## src/core/scc_pkg.sv

```systemverilog
// scc_pkg: constants shared by the spread clock output control block.
// assumes a 200 MHz system clock standing in for the master oscillator.
package scc_pkg;
    localparam int          CLK_MHZ          = 200;
    localparam int          STAB_CYCLES      = 512;
    localparam int          PDN_DELAY_US     = 7;
    localparam int          PDN_DELAY_CYC    = PDN_DELAY_US * CLK_MHZ;
    localparam int          DEGLITCH_US      = 10;
    localparam int          DEGLITCH_CYC     = DEGLITCH_US * CLK_MHZ;
    localparam int          NV_WRITE_MIN_MS  = 10;
    localparam int          NV_WRITE_MAX_MS  = 20;
    localparam int          NV_WRITE_CYC     = NV_WRITE_MIN_MS * 1000 * CLK_MHZ;
    localparam int          SCL_MAX_KHZ      = 400;
    localparam int          DUTY_PCT         = 50;
    localparam int          DIV_W            = 4;
    localparam logic [3:0]  DIV_MAX_SEL      = 4'h8;
    localparam int          DITH_W           = 2;
    localparam int          CNT_W            = 24;
    localparam logic [1:0]  DITH_RATE_OFF    = 2'h0;
    localparam logic [2:0]  DITH_AMP_1       = 3'h1;

    typedef enum logic [3:0] {
        SCC_ST_OFF    = 4'b0001,
        SCC_ST_STAB   = 4'b0010,
        SCC_ST_RUN    = 4'b0100,
        SCC_ST_PDWAIT = 4'b1000
    } scc_state_t;
endpackage

```

## src/core/scc_dither.sv

```systemverilog
// scc_dither: symmetric triangle offset around the centre frequency.
// assumes a tick from the parent at the dither step rate.
`timescale 1ns/1ps
module scc_dither
    import scc_pkg::*;
#(
    parameter int AMP_W = 5
)
(
    input  wire logic             mclk_in,
    input  wire logic             nrst_in,
    input  wire logic             enable_in,
    input  wire logic             step_in,
    input  wire logic [1:0]       amount_in,
    output logic signed [AMP_W:0] offset_out
);
    typedef struct packed {
        logic signed [AMP_W:0] off;
        logic                  up;
    } scc_dith_t;

    scc_dith_t st_ff;
    scc_dith_t nxt_st;
    logic signed [AMP_W:0] lim;

    always_comb
    begin
        lim    = (AMP_W+1)'(signed'(6'sd1 <<< amount_in));
        nxt_st = st_ff;
        if (!enable_in)
        begin
            // return to centre when idle, no bias left behind
            nxt_st.off = '0;
            nxt_st.up  = 1'b1;
        end
        else if (step_in)
        begin
            // equal excursion up and down keeps the mean on centre
            if (st_ff.up)
            begin
                if (st_ff.off >= lim)
                begin
                    nxt_st.up  = 1'b0;
                    nxt_st.off = st_ff.off - (AMP_W+1)'(1);
                end
                else
                    nxt_st.off = st_ff.off + (AMP_W+1)'(1);
            end
            else
            begin
                if (st_ff.off <= -lim)
                begin
                    nxt_st.up  = 1'b1;
                    nxt_st.off = st_ff.off + (AMP_W+1)'(1);
                end
                else
                    nxt_st.off = st_ff.off - (AMP_W+1)'(1);
            end
        end
    end

    always_ff @(posedge mclk_in or negedge nrst_in)
    begin
        if (!nrst_in)
            st_ff <= '{off: '0, up: 1'b1};
        else
            st_ff <= nxt_st;
    end

    assign offset_out = st_ff.off;
endmodule

```

## src/core/scc_top.sv

```systemverilog
// scc_top: output sequencing of a spread spectrum clock generator.
// assumes pins arrive asynchronously; config bits come from the serial port logic.
`timescale 1ns/1ps
// Contract
// - a new divider setting takes effect within one output period.
// - leaving power-down, the output stays off for 512 oscillator cycles then enables.
// - after power-up, the output waits 512 oscillator cycles before going active.
// - entering power-down disables the output about 7 us after the request.
// - the output clock has a 50 percent duty cycle at every divider setting.
// - the serial port handles fast and standard mode, at most 400 kHz.
// - the nonvolatile write starts at the stop condition and ends within 10 to 20 ms.
// - with write control 0, all nonvolatile memory is committed automatically.
// - dither pin high dithers the oscillator, low gives a clean clock.
// - output enable high drives the output; low disables it while the oscillator runs, unless oe_bit_n_in is 0.
// - power-down pin high runs the oscillator, low stops it and disables the output.
// - dither goes equally up and down so the mean stays at centre.
// - output enabling is synchronous and glitch free; its latency varies with the output phase.
// - with write control 0, each register write triggers a nonvolatile write.
module scc_top
    import scc_pkg::*;
#(
    parameter int STAB_N   = STAB_CYCLES,
    parameter int PDN_N    = PDN_DELAY_CYC,
    parameter int NVWR_N   = NV_WRITE_CYC,
    parameter int DITH_AMP = 5
)
(
    input  wire logic              mclk_in,
    input  wire logic              nrst_in,
    input  wire logic              dither_enable_pin_in,
    input  wire logic              output_enable_pin_in,
    input  wire logic              power_down_pin_in,
    input  wire logic [scc_pkg::DIV_W-1:0] div_sel_in,
    input  wire logic [1:0]        dith_rate_in,
    input  wire logic [1:0]        dith_amount_in,
    input  wire logic              oe_bit_n_in,
    input  wire logic              out_low_in,
    input  wire logic              nv_write_control_bit_in,
    input  wire logic              reg_write_in,
    input  wire logic              i2c_stop_in,
    input  wire logic              write_ee_cmd_in,
    output logic                   clk_out,
    output logic                   clk_oe_n_out,
    output logic                   osc_run_out,
    output logic signed [DITH_AMP:0] dither_offset_out,
    output logic                   nv_busy_out,
    output logic                   nv_commit_out,
    output logic                   out_active_out
);
    import scc_pkg::*;

    typedef struct packed {
        logic [1:0]       spr_sy;
        logic [1:0]       oe_sy;
        logic [1:0]       pd_sy;
        scc_state_t       state;
        logic [CNT_W-1:0] cnt;
        logic [8:0]       div_cnt;
        logic [DIV_W-1:0] div_act;
        logic             clk;
        logic             gate;
        logic             nv_pend;
        logic             nv_busy;
        logic [CNT_W-1:0] nv_cnt;
        logic             commit;
        logic [12:0]      dstep;
    } scc_st_t;

    scc_st_t st_ff;
    scc_st_t nxt_st;

    logic             spr_s;
    logic             oe_s;
    logic             pd_s;
    logic [3:0]       div_clip;
    logic [8:0]       half_last;
    logic             half_end;
    logic             want_out;
    logic             dith_en;
    logic             dith_step;
    logic [12:0]      step_mask;

    assign spr_s = st_ff.spr_sy[1];
    assign oe_s  = st_ff.oe_sy[1];
    assign pd_s  = st_ff.pd_sy[1];

    // settings above 8 clamp to 2^8
    assign div_clip  = (div_sel_in > DIV_MAX_SEL) ? DIV_MAX_SEL : div_sel_in;
    // period of 2^x cycles; x=0 toggles every cycle like x=1, halving the oscillator
    assign half_last = (st_ff.div_act == 4'h0) ? 9'h000
                     : 9'((10'h001 << st_ff.div_act) >> 1) - 9'h001;
    assign half_end  = (st_ff.div_cnt >= half_last);

    // pin or register bit; power is left to the sequencer so a short drop keeps the output
    assign want_out  = oe_s | ~oe_bit_n_in;

    assign dith_en   = spr_s & (dith_rate_in != DITH_RATE_OFF);
    always_comb
    begin
        unique case (dith_rate_in)
            2'h1:    step_mask = 13'h00ff;
            2'h2:    step_mask = 13'h01ff;
            default: step_mask = 13'h03ff;
        endcase
    end
    assign dith_step = dith_en && ((st_ff.dstep & step_mask) == 13'h0000);

    always_comb
    begin
        nxt_st        = st_ff;
        nxt_st.spr_sy = {st_ff.spr_sy[0], dither_enable_pin_in};
        nxt_st.oe_sy  = {st_ff.oe_sy[0], output_enable_pin_in};
        nxt_st.pd_sy  = {st_ff.pd_sy[0], power_down_pin_in};
        nxt_st.commit = 1'b0;
        nxt_st.dstep  = dith_en ? st_ff.dstep + 13'h0001 : 13'h0000;

        // divider: toggles on each half period end
        if (st_ff.state == SCC_ST_OFF || st_ff.state == SCC_ST_STAB)
        begin
            nxt_st.div_cnt = '0;
            nxt_st.clk     = 1'b0;
            nxt_st.div_act = div_clip;
        end
        else if (half_end)
        begin
            nxt_st.div_cnt = '0;
            nxt_st.clk     = ~st_ff.clk;
            // new divide picked up at a period boundary, so it settles in one period
            if (st_ff.clk)
                nxt_st.div_act = div_clip;
        end
        else
            nxt_st.div_cnt = st_ff.div_cnt + 9'h001;

        // gate changes at the low phase end, so no runt pulse; entering off closes it at once
        if (st_ff.state == SCC_ST_RUN || st_ff.state == SCC_ST_PDWAIT)
        begin
            if (!st_ff.clk && half_end)
                nxt_st.gate = want_out;
        end
        else
            nxt_st.gate = 1'b0;

        unique case (st_ff.state)
            SCC_ST_OFF:
            begin
                nxt_st.cnt = '0;
                if (pd_s)
                    nxt_st.state = SCC_ST_STAB;
            end
            SCC_ST_STAB:
            begin
                // 512 oscillator cycles before the output may go active
                if (!pd_s)
                begin
                    nxt_st.state = SCC_ST_OFF;
                    nxt_st.cnt   = '0;
                end
                else if (st_ff.cnt >= CNT_W'(STAB_N - 1))
                begin
                    nxt_st.state = SCC_ST_RUN;
                    nxt_st.cnt   = '0;
                end
                else
                    nxt_st.cnt = st_ff.cnt + CNT_W'(1);
            end
            SCC_ST_RUN:
            begin
                nxt_st.cnt = '0;
                if (!pd_s)
                    nxt_st.state = SCC_ST_PDWAIT;
            end
            SCC_ST_PDWAIT:
            begin
                // request must stand for the whole delay; a short glitch is ignored
                if (pd_s)
                begin
                    nxt_st.state = SCC_ST_RUN;
                    nxt_st.cnt   = '0;
                end
                else if (st_ff.cnt >= CNT_W'(PDN_N - 1))
                begin
                    nxt_st.state = SCC_ST_OFF;
                    nxt_st.cnt   = '0;
                    nxt_st.gate  = 1'b0;
                end
                else
                    nxt_st.cnt = st_ff.cnt + CNT_W'(1);
            end
            default:
            begin
                nxt_st.state = SCC_ST_OFF;
                nxt_st.cnt   = '0;
            end
        endcase

        // auto commit on writes when write control is 0, explicit command otherwise
        if (reg_write_in && !nv_write_control_bit_in)
            nxt_st.nv_pend = 1'b1;
        if (write_ee_cmd_in)
            nxt_st.nv_pend = 1'b1;
        // programming starts at stop and runs the minimum write time
        if (i2c_stop_in && st_ff.nv_pend && !st_ff.nv_busy)
        begin
            nxt_st.nv_busy = 1'b1;
            nxt_st.nv_cnt  = '0;
            nxt_st.nv_pend = (reg_write_in & ~nv_write_control_bit_in) | write_ee_cmd_in;
        end
        else if (st_ff.nv_busy)
        begin
            if (st_ff.nv_cnt >= CNT_W'(NVWR_N - 1))
            begin
                nxt_st.nv_busy = 1'b0;
                nxt_st.commit  = 1'b1;
            end
            else
                nxt_st.nv_cnt = st_ff.nv_cnt + CNT_W'(1);
        end
    end

    always_ff @(posedge mclk_in or negedge nrst_in)
    begin
        if (!nrst_in)
            st_ff <= '{state: SCC_ST_OFF, default: '0};
        else
            st_ff <= nxt_st;
    end

    scc_dither #(
        .AMP_W (DITH_AMP)
    ) u_dither (
        .mclk_in    (mclk_in),
        .nrst_in    (nrst_in),
        .enable_in  (dith_en),
        .step_in    (dith_step),
        .amount_in  (dith_amount_in),
        .offset_out (dither_offset_out)
    );

    // serial timing at up to 400 kHz is the port logic's duty; no check here
    assign clk_out        = st_ff.clk & st_ff.gate;
    // driven low when disabled and low mode chosen, else released
    assign clk_oe_n_out   = ~(st_ff.gate | out_low_in);
    assign osc_run_out    = (st_ff.state != SCC_ST_OFF);
    assign nv_busy_out    = st_ff.nv_busy;
    assign nv_commit_out  = st_ff.commit;
    assign out_active_out = st_ff.gate;
endmodule

```

## config.mk

```make
export PLATFORM = sky130hd
export DESIGN_NAME = scc_top
export DESIGN_NICKNAME = d
export VERILOG_FILES = /design/src/core/scc_pkg.sv /design/src/core/scc_dither.sv /design/src/core/scc_top.sv
export SDC_FILE = /design/constraint.sdc
export NUM_CORES = 1
export LEC_CHECK = 0
export BUFFER_PORTS_ARGS = -buffer_cell sky130_fd_sc_hd__buf_2
export CAP_MARGIN = 20
export CORE_ASPECT_RATIO = 0.7
export CORE_MARGIN = 2
export CORE_UTILIZATION = 35
export CTS_CLUSTER_DIAMETER = 30
export DETAILED_ROUTE_END_ITERATION = 8
export PLACE_DENSITY = 0.6
export SETUP_SLACK_MARGIN = 0.05
export SLEW_MARGIN = 20
export SYNTH_ARGS = -nofsm -noshare
export SYNTH_HDL_FRONTEND = slang
export SYNTH_SLANG_ARGS = --single-unit
```

## constraint.sdc

```tcl
create_clock -name mclk_in -period 3 [get_ports mclk_in]
set_input_delay 0.15 -clock mclk_in [delete_from_list [all_inputs] [get_ports mclk_in]]
set_output_delay 0.15 -clock mclk_in [all_outputs]
set_load 0.01 [all_outputs]
```

# After elaboration in Yosys (flattened, before gate mapping)
# Cells that the tools add are included.
# totals
reg_bits	96
inputBits	19
out_inout_bits	12
elab_cells	115
# classes
n_addsub	8
magnitude_cmp	7
n_eq_ne	13
shifts	2
muxes	38
bitwise	11
reduce_logical	20
# ops
operator	n
$pmux 28 s4	1
$mux 24	3
$mux 28	2
$add 24x1->24 const B	2
$mux 26	1
$mux 25	1
$ge 24x11->1 const B	1
$ge 24x21->1 const B	1
$ge 24x9->1 const B	1
$mux 4	6
$mux 7	3
$pmux 10 s2	1
$mux 9	2
$mux 14	1
$add 13x1->13 const B	1
$and 13x13->13	1
$logic_not 13->1	1
$mux 1	13
$mux 13	1
$mux 6	2
$shl 1x4->10 const A	1
$add 9x1->9 const B	1
$ge 9x9->1	1
$sub 9x1->9 const B	1
29 further kinds	50

# Depth between registers and ports, before layout
# depth
ltp_word	10
mapped_depth	14
ltp_nobuf	13

# Cells and area by module
# From an unflattened synthesis, not the netlist that was laid out.
# unflattened
cells_unflattened	531
hier_area_um2	5088.6
# by_module_without_submodules
mod	instances	cells_each	area_per_inst_um2	seq_area_each_um2
scc_top	1	433	4290.4	2153.3
scc_dither	1	98	798.3	176.4

# Worst setup path after synthesis
# Ideal clock, no wire load.
# synth_path
path_type	flip-flop to flip-flop
start	reg st_ff[44] in the netlist's numbering
end	reg st_ff[48] in the netlist's numbering
setup_ps	75
arrival_time_ps	2653
t_required_ps	2925
setup_slack_ps	272
stages_incl_launch_ff	14
path_buffers	1
synth_period_minus_slack_ps	2728
cell_sequence	dfrtp_1 -> clkbuf_1 -> nor2_1 -> nand3b_1 -> ha_1 -> o21ai_0 -> a22oi_1 -> ha_1 -> a21o_1 -> a21o_1 -> a21oi_1 -> o31a_1 -> nand3_1 -> nor2_1
# synth_lines
item	line	source
start: declaration	scc_top.sv:69	scc_st_t st_ff;
start signal: assignment	scc_top.sv:226	st_ff <= nxt_st;

==> out/qor.yml <==
run_status:
  outcome: "finished, final reports clean"
logic_synthesis:
  synthAdderAreaFrac: 0.0633
  synthCells: 537
  synth_top_family_by_area: "simple AND/OR/NAND/NOR gates"
  yosysSeqAreaShare: 0.453
  avgSynthCellArea_um2: 9.58
  yosys_register_bits: 93
  synth_xor_area_frac: 0.0545
  synth_compound_area_frac: 0.118
  synthSimpleGateAreaFrac: 0.223
  ys_dominant_reg_cell: "dfrtp_1"
  yosysTopAreaCellShare: 0.443
  synthArstFlopShare: 1.00
  synth_warnings: 0
  synthMuxAreaShare: 0.0428
  yosys.area.top_type: "dfrtp_1"
  synth_edf_count: 0
  yosysUniqueCellTypes: 56
  syn_area_um2: 5140
  synth.area.top_cells: "dfrtp_1, ha_1, mux2i_1, nor2_1, xor2_1"
detailed_routing:
  viasPerCell: 5.01
  drt_wl_total_um: 9750
  ant_nets: 0
  vias: 3886
  firstDrtPassIters: 4
  first_iter_violations: 197
  wl_per_cell_um: 12.6
  drc: 0
sta:
  finalClockSkew_ps: 7.07
  worstMarginPinSlew_ps: 749
  worst_slack_ps: 271
  setup_tns_ps: 0
  relSlewSlack: 0.499
  setup_viol: 0
  max_freq_ghz: 0.366
  hold_viol_final: 0
  fin_crit_ps: 2730
  rsz0062_at_grt: "no"
  post-route-period-util: 0.910
  finalMaxSlewViolations: 0
cts:
  cts_tree: "built"
  worstSkewPairLatency_ps: 330
  clockBufferDepth: 2
  cts_max_level: 3
  numCtsBuffers: 9
  root_buffer: "clkbuf_16"
  clock_sinks: 93
  postCtsSetupRepairBufs: 0
  clkTransAtPathRegs_ps: 70
global_route:
  grt_max_degree: 56
  grtUsageTotal: 0.131
  grt_pass1_vias: 3753
  antenna_found_initial: 0
  grt_overflow: 0
  grt_pass1_wl_um: 17000
die:
  core-area_um2: 14500
  die-height_um: 105
  die_width_um: 149
  rows: 37
  ios: 31
  start_util: 0.354
  dieArea_um2: 15700
worst_setup_path:
  cp-end-kind: "register"
  startpoint_type: "register"
  critPathMaxFanout: 7
  crit_path_start: "st_ff[43]"
  cp.arrival_ps: 2970
  path_delay_family: "compound AO/OA/AOI/OAI gates"
  max_stage_delay_ps: 370
  path_class: "reg2reg"
  r2r-start: "st_ff[43]"
  cp_slowest_cell: "dfrtp_1"
  required_ps: 3240
  crit_chain: "nand2b_1, nand2b_1, ha_2, nand2_1, o21ai_0, a22oi_1, ha_1, a21o_1, a21o_1, a21oi_2, o31a_1, nand2_1, a311oi_1"
  crit_buf_inv: 0
placement:
  port_buffers: 30
  gp_congestion: 0.871
  place_hpwl_um: 7020
  place_ws_ps: 25.5
  place_area_um2: 5510
pwr:
  power.leakage_nw: 2.77
  powerDensity_nw_per_um2: 749
  peakVddDrop_mv: 0.301
finish:
  design_area_um2: 5890
  diodes: 0
  n_fill_cell: 1428
  final_util: 0.405
  drive_above_1_share: 0.110
  area_growth_pct: 14.5
  layout.nets: 620
hold_path:
  hold_start: "write_ee_cmd_in"
  holdCritPathClass: "in2reg"
run:
  drv_cap: 0
-- Yosys cell counts (all sizes together) (3+ instances only) --
library cell  instances
and2                 11
nor2                 58
a211oi                5
a21oi                10
xor2                 19
a21o                  7
nor3b                 4
inv                  23
ha                   26
and3                 13
mux2i                22
xnor2                13
o2111ai               8
nand3                28
a31oi                 9
o21ai                12
nand2b               20
buf                  10
clkbuf               19
nand2                42
nor4                  5
and4                  3
or3                   4
nand3b                3
nor2b                 6
nand4                14
o211ai                8
o31ai                 4
dfrtp                91
nor3                 11
-- stage by stage --
step	power (mW)	cells	hold slack (ps)
2_1_floorplan	2.90	550	-146
3_3_place_gp	3.18	754	248
3_5_place_dp	3.24	754	256
4_1_cts	4.43	775	16.0
5_1_grt	4.76	775	14.8
6_report	4.41	775	24.1
-- routing by layer --
layer | global-route usage | up-vias | share of wire
li1 | - | 1951 | -
met1 | 0.184 | 1874 | 0.50
met2 | 0.206 | 50 | 0.46
met3 | 0.0286 | 11 | 0.029
met4 | 0.0354 | 0 | 0.0088
met5 | 0 | - | 0
-- report_power, final --
group | total (mW) | internal, mW | switching (mW) | leakage, nW
logic | 1.53 | 0.678 | 0.850 | 1.43
clock network | 1.15 | 0.674 | 0.476 | 0.149
registers | 1.73 | 1.46 | 0.271 | 1.19
-- what timing repair did --
item	CTS	global route
pin swaps	0	2
endpoints found under the setup margin	6	15
gates cloned	0	0
hold endpoints to repair	56	0
gates resized for setup	1	5
hold buffers	5	0
-- worst paths after layout --
check,cells after the start,end,slack [ps]
max,13,out_active_out,270
min,2,st_ff[39],20
max reg2reg,13,out_active_out,270
min reg2reg,0,pd_s,350
max in group asynchronous,3,st_ff[79],1800
min in group asynchronous,2,nxt_st[88],410
-- placed cells by master (no fill, tap or decap), types with 9 or more instances in the layout --
cell,synthesis,final
clkbuf_16,0,9
nand2b_1,20,20
and2_1,11,11
nor3_1,11,11
xor2_1,19,19
a31oi_1,9,9
and3_1,13,13
buf_4,6,9
conb_1,1,14
buf_2,3,29
nand2_1,42,42
xnor2_1,13,13
nand4_1,14,14
a21oi_1,10,9
o21ai_0,10,10
mux2i_1,22,22
nand3_1,28,27
dfrtp_1,91,91
ha_1,26,25
nor2_1,58,57
inv_1,23,23
-- layout make-up --
| cell class | instances | area (um^2) | area share |
|---|---|---|---|
| multi-input combinational | 405 | 2660 | 0.451 |
| inverter | 23 | 86.3 | 0.0147 |
| clock inverter | 6 | 68.8 | 0.0117 |
| timing repair buffer | 43 | 263 | 0.0446 |
| clock buffer | 10 | 239 | 0.0406 |
| tap | 195 | 244 | 0.0414 |
| sequential | 93 | 2330 | 0.396 |
-- cell families after synthesis --
logic type,Yosys count
flip-flops,93
adder cells (fa/ha/maj),26
AO/OA/AOI/OAI,84
buffers and inverters,52
multiplexers,22
other,1
XOR/XNOR,32
AND/OR/NAND/NOR,227
-- registers in the layout (all words and copies together) (netlist names) --
signal,cells
u_dither.offset_out,6
nv_busy_out,1
out_active_out,1
st_ff,77
oe_s,1
u_dither.st_ff,1
spr_s,1
pd_s,1
nxt_st,3
nv_commit_out,1
Note: power is estimated with default switching activity, not from simulation.
